### config.mk
export PLATFORM = sky130hd
export DESIGN_NAME = bkg_gate
export DESIGN_NICKNAME = d
export VERILOG_FILES = /design/src/rtl/bkg_pkg.sv /design/src/rtl/bkg_sync.sv /design/src/rtl/bkg_gate.sv
export VERILOG_INCLUDE_DIRS = /design/src /design/src/rtl
export SDC_FILE = /design/constraint.sdc
export NUM_CORES = 1
export LEC_CHECK = 0
export ABC_AREA = 1
export BUFFER_PORTS_ARGS = -buffer_cell sky130_fd_sc_hd__buf_2
export CAP_MARGIN = 20
export CORE_AREA = 8 8 45 47
export CTS_BUF_LIST = sky130_fd_sc_hd__clkbuf_8
export DETAILED_ROUTE_END_ITERATION = 6
export DIE_AREA = 0 0 53 55
export SLEW_MARGIN = 25
export SYNTH_ARGS = -nofsm -noshare
export SYNTH_HDL_FRONTEND = slang
export SYNTH_HIERARCHICAL = 1
export SYNTH_SLANG_ARGS = --single-unit
### constraint.sdc
create_clock -name ref_clk_i -period 2.3 [get_ports ref_clk_i]
set_clock_uncertainty 0.2 [all_clocks]
set_input_delay 0.46 -clock ref_clk_i [delete_from_list [all_inputs] [get_ports ref_clk_i]]
set_output_delay 0.46 -clock ref_clk_i [all_outputs]
set_load 0.005 [all_outputs]
### src/rtl/bkg_consts.svh
// constants for the backup-mode bus gating block
// assumes inclusion by bare name from rtl files
`ifndef BKG_CONSTS_SVH
`define BKG_CONSTS_SVH
`define BKG_SYNC_STAGES 2
`define BKG_MODE_A 2'h0
`define BKG_MODE_B 2'h1
`define BKG_MODE_C 2'h2
`define BKG_MODE_D 2'h3
`define BKG_RST_BUS_DIS 1'h1
`define BKG_RST_DIS_BIT 1'h0
`define BKG_RST_SW_SEL 1'h1
`endif

### src/rtl/bkg_pkg.sv
// types for the backup-mode bus gating block
// assumes bkg_consts.svh holds the numeric constants
package bkg_pkg;
    typedef enum logic [1:0] {
        BKG_MODE_A_E,
        BKG_MODE_B_E,
        BKG_MODE_C_E,
        BKG_MODE_D_E
    } bkg_mode_t;
    typedef enum logic [1:0] {
        BKG_ON_MAIN,
        BKG_ON_BACKUP,
        BKG_IN_RESET
    } bkg_state_t;
endpackage : bkg_pkg

### src/rtl/bkg_sync.sv
// two-flop level synchroniser for a vector of comparator results
// assumes async inputs and one clock
`timescale 1ns/1ps
module bkg_sync #(
    parameter int WIDTH = 3
) (
    input wire logic ref_clk_i,
    input wire logic rst_n_i,
    input wire logic [WIDTH-1:0] async_i,
    output logic [WIDTH-1:0] sync_o
);
    typedef struct packed {
        logic [WIDTH-1:0] meta;
        logic [WIDTH-1:0] stable;
    } bkg_sync_st_t;
    bkg_sync_st_t st_ff;
    bkg_sync_st_t nxt_st;
    always_comb begin
        nxt_st.meta = async_i;
        nxt_st.stable = st_ff.meta;
    end
    always_ff @(posedge ref_clk_i or negedge rst_n_i) begin
        if (!rst_n_i) begin
            st_ff <= '0;
        end else begin
            st_ff <= nxt_st;
        end
    end
    assign sync_o = st_ff.stable;
endmodule : bkg_sync

### src/rtl/bkg_gate.sv
// Summary of operation
// - below the reset threshold the serial interface is always off.
// - bus-disable bit and switchover-select bit form mode A,B,C,D.
// - modes A and C switch at the trip threshold; bus and memory off on backup.
// - modes A and C keep the bus on while main supply is above trip threshold.
// - mode C keeps the freq_or_irq_output output alive on backup, mode A does not.
// - mode B switches below backup voltage; bus runs if vbat>vdd>reset.
// - mode D uses legacy switchover; bus only above max(reset, vbat).
// - after power-up mode B, with legacy switchover, is the default.
// - standard mode leaves only timekeeping powered on backup.
//
// file: supply selection and bus gating from the two mode bits
// assumes comparator inputs are asynchronous, mode bits from config logic
`timescale 1ns/1ps
`include "bkg_consts.svh"
module bkg_gate (
    input wire logic ref_clk_i,
    input wire logic rst_n_i,
    input wire logic backup_bus_disable_i,
    input wire logic switchover_select_i,
    input wire logic cfg_valid_i,
    input wire logic vdd_below_reset_i,
    input wire logic vdd_below_trip_i,
    input wire logic vdd_below_vbat_i,
    output logic on_backup_o,
    output logic bus_enable_o,
    output logic mem_enable_o,
    output logic freq_or_irq_enable_o,
    output logic low_voltage_reset_o,
    output logic [1:0] mode_o
);
    ////////////////////////////////////////////////////////////////////
    typedef struct packed {
        bkg_pkg::bkg_state_t state;
        logic bus_dis;
        logic sw_sel;
        logic on_backup;
        logic bus_en;
        logic mem_en;
        logic fi_en;
        logic low_voltage_reset;
        logic [1:0] mode;
    } bkg_gate_st_t;
    bkg_gate_st_t st_ff;
    bkg_gate_st_t nxt_st;
    logic [2:0] cmp_sync;
    logic below_rst;
    logic below_trip;
    logic below_vbat;

    function automatic logic [1:0] mode_code(input logic dis,
                                             input logic sel);
        mode_code = {dis, sel};
    endfunction : mode_code

    ////////////////////////////////////////////////////////////////////
    bkg_sync #(
        .WIDTH(3)
    ) u_sync (
        .ref_clk_i(ref_clk_i),
        .rst_n_i(rst_n_i),
        .async_i({vdd_below_reset_i, vdd_below_trip_i, vdd_below_vbat_i}),
        .sync_o(cmp_sync)
    );
    assign below_rst = cmp_sync[2];
    assign below_trip = cmp_sync[1];
    assign below_vbat = cmp_sync[0];

    ////////////////////////////////////////////////////////////////////
    always_comb begin
        logic legacy;
        logic go_backup;
        logic [1:0] m;
        legacy = 1'b0;
        go_backup = 1'b0;
        m = 2'h0;
        nxt_st = st_ff;
        if (cfg_valid_i) begin
            nxt_st.bus_dis = backup_bus_disable_i;
            nxt_st.sw_sel = switchover_select_i;
        end
        m = mode_code(nxt_st.bus_dis, nxt_st.sw_sel);
        legacy = nxt_st.sw_sel;
        if (legacy) begin
            go_backup = below_vbat;
        end else begin
            go_backup = below_trip;
        end
        nxt_st.mode = m;
        nxt_st.on_backup = go_backup;
        nxt_st.low_voltage_reset = below_rst;
        unique case (st_ff.state)
            bkg_pkg::BKG_ON_MAIN: begin
                if (below_rst) begin
                    nxt_st.state = bkg_pkg::BKG_IN_RESET;
                end else if (go_backup) begin
                    nxt_st.state = bkg_pkg::BKG_ON_BACKUP;
                end
            end
            bkg_pkg::BKG_ON_BACKUP: begin
                if (below_rst) begin
                    nxt_st.state = bkg_pkg::BKG_IN_RESET;
                end else if (!go_backup) begin
                    nxt_st.state = bkg_pkg::BKG_ON_MAIN;
                end
            end
            bkg_pkg::BKG_IN_RESET: begin
                if (!below_rst) begin
                    nxt_st.state = go_backup ? bkg_pkg::BKG_ON_BACKUP
                                             : bkg_pkg::BKG_ON_MAIN;
                end
            end
            default: begin
                nxt_st.state = bkg_pkg::BKG_IN_RESET;
            end
        endcase
        if (below_rst) begin
            nxt_st.bus_en = 1'b0;
        end else begin
            unique case (m)
                `BKG_MODE_A, `BKG_MODE_C: begin
                    nxt_st.bus_en = !go_backup;
                end
                `BKG_MODE_B: begin
                    nxt_st.bus_en = 1'b1;
                end
                `BKG_MODE_D: begin
                    nxt_st.bus_en = !below_vbat;
                end
            endcase
        end
        nxt_st.mem_en = nxt_st.bus_en;
        if (!go_backup) begin
            nxt_st.fi_en = 1'b1;
        end else begin
            nxt_st.fi_en = (m != `BKG_MODE_A);
        end
    end

    always_ff @(posedge ref_clk_i or negedge rst_n_i) begin
        if (!rst_n_i) begin
            st_ff.state <= bkg_pkg::BKG_IN_RESET;
            st_ff.bus_dis <= `BKG_RST_DIS_BIT;
            st_ff.sw_sel <= `BKG_RST_SW_SEL;
            st_ff.on_backup <= 1'b0;
            st_ff.bus_en <= 1'b0;
            st_ff.mem_en <= 1'b0;
            st_ff.fi_en <= 1'b0;
            st_ff.low_voltage_reset <= 1'b1;
            st_ff.mode <= `BKG_MODE_B;
        end else begin
            st_ff <= nxt_st;
        end
    end

    ////////////////////////////////////////////////////////////////////
    assign on_backup_o = st_ff.on_backup;
    assign bus_enable_o = st_ff.bus_en;
    assign mem_enable_o = st_ff.mem_en;
    assign freq_or_irq_enable_o = st_ff.fi_en;
    assign low_voltage_reset_o = st_ff.low_voltage_reset;
    assign mode_o = st_ff.mode;
endmodule : bkg_gate

==> results.py, run 1 <==
metrics = {
    "outcome": {
        "outcome": "finished, final reports clean",
    },
    "worst_setup_path": {
        "arrival_ns": 0.87,
        "cp_cell_sequence": "buf_2",
        "crit_family": "flip-flops",
        "worst-setup-path-type": "reg -> out",
        "end_kind": "output pin",
        "critPathBufInv": 1,
        "slowest_delay_ns": 0.53,
        "cp.required_ns": 1.64,
        "slowest_stage": "dfstp_2",
        "crit_fanout": 3,
        "critPathLaunchType": "flip-flop",
    },
    "synthesis": {
        "synth-warning-count": 6,
        "netlist.area_leader.share": 0.631,
        "ys_ff_latch": 12,
        "synth_cells": 33,
        "synth.top_cells.by_count": "10 x dfrtp_1, 8 x nand2_1, 6 x inv_1",
        "synth_nets": 41,
        "synth_largest_area_cell": "dfrtp_1",
        "yosys.area_share.simple": 0.148,
        "synth_fa_ha_area_frac": 0,
        "avgSynthCellArea_um2": 12.0,
        "synth_most_common_cell": "dfrtp_1",
        "yosys-top-cells-area": "dfrtp_1 63%, dfstp_2 13%, nand2_1 7.6%",
        "synth_top_family_by_area": "simple AND/OR/NAND/NOR gates",
        "yosysSeqAreaShare": 0.763,
        "yosysUniqueCellTypes": 10,
        "async_reset_ff_frac": 1.00,
        "synthMuxAreaShare": 0,
        "synth-compound-area-share": 0.0126,
        "netlist_area_um2": 397,
        "ys.flop_type": "dfrtp_1",
        "synthXorXnorAreaFrac": 0,
        "synth_edf_count": 0,
    },
    "pwr": {
        "power_density_nw_per_um2": 848,
        "leakage_nw": 0.283,
        "p_switching_mw": 0.0913,
        "ir_drop_mv": 0.313,
        "p_int_mw": 0.359,
        "p_sw_frac": 0.203,
        "total_power_mw": 0.450,
        "pwr-share-clk": 0.403,
        "p_comb_frac": 0.082,
        "p_seq_frac": 0.516,
    },
    "drt": {
        "wirelength_um": 644,
        "drc_errors": 0,
        "ant_nets": 0,
        "dr_total_vias": 267,
        "firstDrtPassIters": 3,
        "drtIter0Drc": 4,
        "drt-vias-per-instance": 4.05,
        "routedWlPerCell_um": 9.76,
    },
    "clocking": {
        "cts_resized": 0,
        "cts-root-buf": "clkbuf_8",
        "post_cts_buffers": 0,
        "ctsHoldBuffers": 1,
        "cts_tree": "built",
        "cts_buffer_depth": 2,
        "cts_sinks": 12,
        "cts_buffers": 3,
        "cts-htree-levels": 1,
        "clk_latency_ns": 0.23,
        "clk_pin_slew_ns": 0.05,
    },
    "cells_and_area": {
        "multi_input_area_um2": 63.8,
        "design_area_um2": 531,
        "synthToLayoutAreaGrowth_pct": 33.8,
        "num_antenna_cells": 0,
        "fin_nets": 60,
        "n_fill_cell": 141,
        "utilization": 0.383,
        "seq_area_um2": 303,
        "layout-drive-gt1-share": 0.400,
    },
    "run": {
        "maxCapViolCount": 0,
    },
    "global_routing": {
        "grt_pass1_vias": 291,
        "busiest_layer": "met2",
        "grt_usage": 0.0564,
        "met1_usage": 0.0471,
        "grt.met3_usage": 0.0294,
        "antenna_found_initial": 0,
        "grt-ovfl-total": 0,
        "use_met2": 0.0898,
        "grt_max_degree": 13,
        "grt_first_pass_wirelength_um": 1140,
    },
    "sta": {
        "tightestPinTransition_ns": 0.251,
        "max_freq_ghz": 0.654,
        "setup_viol": 0,
        "finalCritPeriodShare": 0.665,
        "min_period_ns": 1.53,
        "rsz0062_at_grt": "false",
        "hold_violations": 0,
        "relSlewSlack": 0.832,
        "fin_ws_ns": 0.770,
        "slew_violations": 0,
        "fin_tns_setup_ns": 0,
    },
    "placement": {
        "hpwl_um": 526,
        "portBuffers": 14,
        "placed_cell_area_um2": 479,
        "pre_cts_ws_ns": 1.01,
        "place.gp.congestion": 0.657,
    },
    "die": {
        "dieArea_um2": 2920,
        "dieWidth_um": 53,
        "initial_utilization": 0.287,
        "io_pins": 15,
        "core_area_um2": 1380,
        "die_h_um": 55,
        "rows": 14,
    },
    "worst_hold_path": {
        "hold_class": "in -> reg",
    },
}
[power by group through the flow]
| stage | Clock (mW) | Sequential (mW) | Combinational [mW] |
|---|---|---|---|
| 3_3_place_gp | 0 | 0.235 | 0.0360 |
| 6_report | 0.181 | 0.232 | 0.0367 |
| 2_1_floorplan | 0 | 0.237 | 0.0145 |
| 5_1_grt | 0.204 | 0.233 | 0.0436 |
| 4_1_cts | 0.188 | 0.232 | 0.0384 |
| 3_5_place_dp | 0 | 0.236 | 0.0371 |
[registers in the layout, indices dropped and copies added, names as in the netlist]
register and flops:
on_backup_o 1, mode_o 1, u_sync/sync_o 3, st_ff 1, u_sync/nxt_st 3, low_voltage_reset_o 1
freq_or_irq_enable_o 1, mem_enable_o 1
[cells in the final DEF, fill, tap and decap left out]
| cell | netlist | routed |
|---|---|---|
| nand4_1 | 1 | 1 |
| nand2_1 | 8 | 8 |
| dfstp_2 | 2 | 2 |
| buf_2 | 0 | 14 |
| dlygate4sd3_1 | 0 | 1 |
| nand3_2 | 1 | 1 |
| inv_1 | 6 | 6 |
| clkbuf_8 | 0 | 3 |
| o21ai_1 | 1 | 1 |
| nand3_1 | 1 | 1 |
| dfrtp_1 | 10 | 10 |
| nor2_1 | 2 | 2 |
[worst paths after layout]
check,cells past startpoint,slack (ns),to,startpoint
worst min-delay path,1,0.13,u_sync/nxt_st[1]$_DFF_PN0_,vdd_below_trip_i
min in group asynchronous,2,0.42,u_sync/nxt_st[2]$_DFF_PN0_,rst_n_i
worst max register to register,5,1.16,mem_enable_o$_DFF_PN0_,mode_o[0]$_DFF_PN1_
max in group asynchronous,2,1.22,low_voltage_reset_o$_DFF_PN1_,rst_n_i
worst min register to register,0,0.14,u_sync/sync_o[2]$_DFF_PN0_,u_sync/nxt_st[2]$_DFF_PN0_
worst max-delay path,1,0.77,mode_o[0],mode_o[0]$_DFF_PN1_
[metal layers]
metal | share of wire | wire, um | vias to the layer above
li1 | - | - | 131
met5 | 0 | 0 | -
met3 | 0.12 | 79 | 0
met4 | 0 | 0 | 0
met2 | 0.53 | 344 | 10
met1 | 0.34 | 220 | 126
[through the flow]
stage	instances	hold WS [ns]
floorplan	33	-0.0356
global placement	62	0.132
detailed placement	62	0.136
CTS	66	0.122
global route	66	0.117
finish	66	0.132
[logic make-up after synthesis]
kind of cell | Yosys count
AND/OR/NAND/NOR | 13
flip-flops | 12
buffers and inverters | 7
AO/OA/AOI/OAI | 1
[layout make-up]
type	count	share of cell area
timing repair buffer	15	0.151
inverter	6	0.0425
tap	16	0.0377
multi-input combinational	14	0.120
clock buffer	3	0.0778
sequential	12	0.571
Note: power is estimated with default switching activity, not from simulation.
==> inputs of run 2 (changes only) <==
- ABC_AREA: 1 -> 0
- clock period: 2.3 -> 1.4 ns (I/O delays scaled with it)
==> run 2 against run 1 <==
Via count is 11% lower; power is 80% higher; synthesized cell count is 39% lower; largest power group unchanged; sequential power is 65% higher; largest cell class unchanged; sequential cell count stayed put; clock-buffer cell count is 1 higher; worst setup slack worse by 0.71 ns; core utilization is 1.1 points higher; hold slack worse by 0.015 ns; cell count is 14% lower.
==> results.py, run 2 <==
metrics = {
    "outcome": {
        "outcome": "finished, final reports clean",
    },
    "synthesis": {
        "ys_ff_latch": 12,
        "yosys-top-cells-area": "dfrtp_1 68%, dfstp_2 14%, mux2_4 4.1%",
        "avgSynthCellArea_um2": 18.4,
        "synth_nets": 28,
        "yosysUniqueCellTypes": 10,
        "yosysSeqAreaShare": 0.823,
        "netlist_area_um2": 368,
        "netlist.area_leader.share": 0.680,
        "synth.top_cells.by_count": "10 x dfrtp_1, 2 x dfstp_2",
        "synth_most_common_cell": "dfrtp_1",
        "ys.flop_type": "dfrtp_1",
        "synth_edf_count": 0,
        "synth_largest_area_cell": "dfrtp_1",
        "synth-warning-count": 6,
        "synth_cells": 20,
        "async_reset_ff_frac": 1.00,
    },
    "worst_setup_path": {
        "slowest_delay_ns": 0.52,
        "critPathBufInv": 1,
        "critPathLaunchType": "flip-flop",
        "crit_fanout": 2,
        "end_kind": "output pin",
        "worst-setup-path-type": "reg -> out",
        "slowest_stage": "dfstp_2",
        "crit_family": "flip-flops",
        "cp.required_ns": 0.92,
        "arrival_ns": 0.86,
        "cp_cell_sequence": "buf_2",
    },
    "placement": {
        "placed_cell_area_um2": 450,
        "portBuffers": 14,
        "place.gp.congestion": 0.697,
    },
    "global_routing": {
        "grt_usage": 0.0569,
        "antenna_found_initial": 0,
        "grt_max_degree": 13,
        "grt_first_pass_wirelength_um": 1200,
        "grt-ovfl-total": 0,
        "grt_pass1_vias": 289,
    },
    "sta": {
        "hold_violations": 0,
        "fin_tns_setup_ns": 0,
        "max_freq_ghz": 0.748,
        "setup_viol": 0,
        "relSlewSlack": 0.834,
        "hold_ws_ns": 0.117,
        "min_period_ns": 1.34,
        "finalCritPeriodShare": 0.955,
        "tightestPinTransition_ns": 0.249,
        "rsz0062_at_grt": "false",
        "slew_violations": 0,
    },
    "die": {
        "rows": 14,
        "core_area_um2": 1380,
        "initial_utilization": 0.266,
        "io_pins": 15,
        "dieWidth_um": 53,
        "dieArea_um2": 2920,
        "die_h_um": 55,
    },
    "clocking": {
        "cts_buffers": 3,
        "cts_tree": "built",
        "cts_buffer_depth": 2,
        "cts_resized": 0,
        "ctsHoldBuffers": 4,
        "post_cts_buffers": 0,
        "cts-htree-levels": 1,
        "cts-root-buf": "clkbuf_8",
        "clk_pin_slew_ns": 0.05,
        "clk_latency_ns": 0.23,
        "cts_sinks": 12,
    },
    "pwr": {
        "leakage_nw": 0.266,
        "total_power_mw": 0.808,
        "ir_drop_mv": 0.540,
        "power_density_nw_per_um2": 1480,
    },
    "cells_and_area": {
        "design_area_um2": 546,
        "fin_nets": 50,
        "synthToLayoutAreaGrowth_pct": 48.3,
        "final_common_cell": "buf_2",
        "num_antenna_cells": 0,
        "n_fill_cell": 138,
        "layout-drive-gt1-share": 0.561,
        "final_cell_mix": "14 x buf_2, 10 x dfrtp_1, 4 x clkbuf_8, 4 x dlygate4sd3_1, 2 x dfstp_2",
    },
    "drt": {
        "wirelength_um": 623,
        "routedWlPerCell_um": 10.9,
        "firstDrtPassIters": 2,
        "drt-vias-per-instance": 4.18,
        "drtIter0Drc": 4,
        "drc_errors": 0,
        "ant_nets": 0,
        "dr_total_vias": 238,
    },
    "run": {
        "maxCapViolCount": 0,
    },
    "worst_hold_path": {
        "hold_class": "in -> reg",
    },
}
==> run 2: cell count changes after synthesis, sizes merged <==
cell | previous run | this run
a21o | 0 | 1
a311oi | 0 | 1
inv | 6 | 1
mux2 | 0 | 2
nand2 | 8 | 0
nand3 | 2 | 0
nand4 | 1 | 0
nor2 | 2 | 1
o21ai | 1 | 0
or3 | 0 | 1
==> run 2: worst paths after layout <==
check,start,endpoint,slack (ns),cells past startpoint
min,backup_bus_disable_i,st_ff[8]$_DFF_PN0_,0.12,2
max reg2reg,mode_o[0]$_DFF_PN1_,freq_or_irq_enable_o$_DFF_PN0_,0.09,2
max in group asynchronous,rst_n_i,mode_o[0]$_DFF_PN1_,0.49,2
min reg2reg,u_sync/nxt_st[1]$_DFF_PN0_,u_sync/sync_o[1]$_DFF_PN0_,0.14,0
min in group asynchronous,rst_n_i,u_sync/sync_o[1]$_DFF_PN0_,0.25,2
max,mode_o[0]$_DFF_PN1_,mode_o[0],0.06,1
==> run 2: per-stage QoR <==
stage,util,std cells,worst slack [ns]
6_report,0.394,57,0.0627
2_1_floorplan,-,20,0.108
3_3_place_gp,0.325,49,0.0160
4_1_cts,0.394,57,0.0482
3_5_place_dp,0.325,49,0.000249
5_1_grt,0.394,57,0.0131
==> run 2: power breakdown <==
part	switching, mW	internal [mW]
logic	0.0290	0.0380
clock network	0.112	0.247
registers	0.00739	0.374
==> run 2: area by class of cell <==
class,instances,area [um^2],share of cell area
clock buffers,4,55.1,0.101
inverters,1,3.75,0.00688
multi-input cells,6,53.8,0.0986
flip-flops and latches,12,303,0.555
well taps,16,20.0,0.0367
repair buffers,18,110,0.202
==> run 2: routing by layer <==
metal  wire [um]  vias to the layer above  share of wire  track usage
li1            -                      107              -            -
met1         208                      116           0.33       0.0517
met2         279                       15           0.45       0.0840
met3         135                        0           0.22       0.0401
met4           0                        0              0       0.0517
met5           0                        -              0            0
==> run 2: cells by family (layout without fill, tap and decap cells) <==
family	count (synthesis)	count (layout)	synth area share
flip-flops	12	12	0.823
AND/OR/NAND/NOR	2	2	0.0272
buffers and inverters	2	23	0.0306
AO/OA/AOI/OAI	2	2	0.0476
multiplexers	2	2	0.0714
==> inputs of run 3 (changes only) <==
- ABC_AREA: 0 -> 1
==> run 3 against run 2 <==
Core utilization grew 2.1 points; final area grew 5.3%; via count grew 22%; register-to-register slack gained 0.17 ns; first-iteration DRC count shrank 75%; critical endpoint unchanged; largest cell class unchanged.
==> results.py, run 3 (synthesized netlist as in run 1, its figures left out) <==
metrics = {
    "sta": {
        "rsz0062_at_grt": "false",
        "relSlewSlack": 0.834,
        "hold_ws_ns": 0.141,
        "hold_violations": 0,
        "min_period_ns": 1.35,
        "setup_viol": 0,
        "finalCritPeriodShare": 0.964,
        "fin_tns_setup_ns": 0,
        "slew_violations": 0,
        "max_freq_ghz": 0.741,
        "tightestPinTransition_ns": 0.249,
    },
    "die": {
        "die_h_um": 55,
        "dieWidth_um": 53,
        "rows": 14,
        "initial_utilization": 0.287,
        "core_area_um2": 1380,
        "dieArea_um2": 2920,
        "io_pins": 15,
    },
    "worst_setup_path": {
        "reg2reg_from": "mode_o[0]$_DFF_PN1_",
        "cp_cell_sequence": "buf_2",
        "critPathBufInv": 1,
        "slowest_stage": "dfstp_2",
        "crit_family": "flip-flops",
        "crit_start": "mode_o[0]$_DFF_PN1_",
        "critPathLaunchType": "flip-flop",
        "worst-setup-path-type": "reg -> out",
        "crit_fanout": 3,
        "end_kind": "output pin",
        "cp.required_ns": 0.92,
        "arrival_ns": 0.87,
        "slowest_delay_ns": 0.53,
    },
    "drt": {
        "drt-vias-per-instance": 4.16,
        "drtIter0Drc": 1,
        "routedWlPerCell_um": 9.59,
        "firstDrtPassIters": 3,
        "dr_total_vias": 291,
        "wirelength_um": 671,
        "drc_errors": 0,
        "ant_nets": 0,
    },
    "worst_hold_path": {
        "min_from": "switchover_select_i",
        "hold_class": "in -> reg",
    },
    "global_routing": {
        "grt_usage": 0.0554,
        "grt_max_degree": 13,
        "grt_pass1_vias": 312,
        "grt-ovfl-total": 0,
        "antenna_found_initial": 0,
        "grt_first_pass_wirelength_um": 1160,
    },
    "clocking": {
        "cts_resized": 0,
        "cts_buffers": 3,
        "cts_tree": "built",
        "clk_latency_ns": 0.23,
        "clk_pin_slew_ns": 0.05,
        "cts-root-buf": "clkbuf_8",
        "ctsHoldBuffers": 4,
        "cts_sinks": 12,
        "post_cts_buffers": 0,
        "cts_buffer_depth": 2,
        "cts-htree-levels": 1,
    },
    "cells_and_area": {
        "synthToLayoutAreaGrowth_pct": 44.8,
        "final_cell_mix": "14 x buf_2, 10 x dfrtp_1, 8 x nand2_1",
        "layout.cells.non_filler": 70,
        "utilization": 0.415,
        "layout-drive-gt1-share": 0.389,
        "final_common_cell": "buf_2",
        "fin_nets": 63,
        "multi_input_area_um2": 63.8,
        "seq_area_um2": 303,
        "num_antenna_cells": 0,
        "n_fill_cell": 143,
    },
    "pwr": {
        "ir_drop_mv": 0.834,
        "power_density_nw_per_um2": 1410,
        "total_power_mw": 0.809,
        "leakage_nw": 0.303,
    },
    "run": {
        "maxCapViolCount": 0,
    },
    "placement": {
        "place.gp.congestion": 0.671,
        "hpwl_um": 524,
        "portBuffers": 14,
        "post-place-cells": 62,
    },
    "outcome": {
        "outcome": "finished, final reports clean",
    },
}
==> run 3: cell count changes in the layout (fill, tap and decap cells not counted), sizes merged, moves of 2 or more <==
| cell | delta |
|---|---|
| nand3 | +2 |
| inv | +5 |
| mux2 | -2 |
| nand2 | +8 |
==> run 3: final timing paths <==
path / end / slack, ns / depth (start not counted)
worst max-delay path: mode_o[0] / 0.05 / 1
worst min-delay path: mode_o[0]$_DFF_PN1_ / 0.14 / 3
worst max register to register: mem_enable_o$_DFF_PN0_ / 0.26 / 4
worst min register to register: u_sync/sync_o[2]$_DFF_PN0_ / 0.14 / 0
max in group asynchronous: mode_o[0]$_DFF_PN1_ / 0.50 / 2
min in group asynchronous: u_sync/nxt_st[1]$_DFF_PN0_ / 0.23 / 2
==> run 3: layout make-up <==
type                            instances  area share
Sequential cell                        12       0.527
Timing Repair Buffer                   18       0.192
Multi-Input combinational cell         14       0.111
Clock buffer                            4      0.0959
Inverter                                6      0.0392
Tap cell                               16      0.0349
==> run 3: metrics by stage <==
stage,setup WS [ns],instance area [um^2]
3_3_place_gp,0.269,479
2_1_floorplan,0.293,397
6_report,0.0507,574
4_1_cts,0.0367,574
3_5_place_dp,0.264,479
5_1_grt,0.0288,574
==> run 3: layer usage <==
layer / vias up / track usage / part of all wire
met4: 0 / 0.0259 / 0
met1: 140 / 0.0380 / 0.28
met5: - / 0 / 0
met3: 0 / 0.0455 / 0.16
li1: 138 / - / -
met2: 13 / 0.104 / 0.56
==> run 3: where the power goes <==
part	internal (mW)	total, mW	switching [mW]	leakage [nW]
Sequential	0.373	0.381	0.00770	0.136
Combinational	0.0334	0.0670	0.0337	0.138
Clock	0.247	0.361	0.114	0.0288
Total	0.654	0.809	0.155	0.303
==> run 3: worst reg2reg max path, stage by stage, from the launching register on <==
cell and delay, ns:
dfstp_2 0.53, nand2_1 0.10, nand3_2 0.09, nand2_1 0.05, nor2_1 0.10
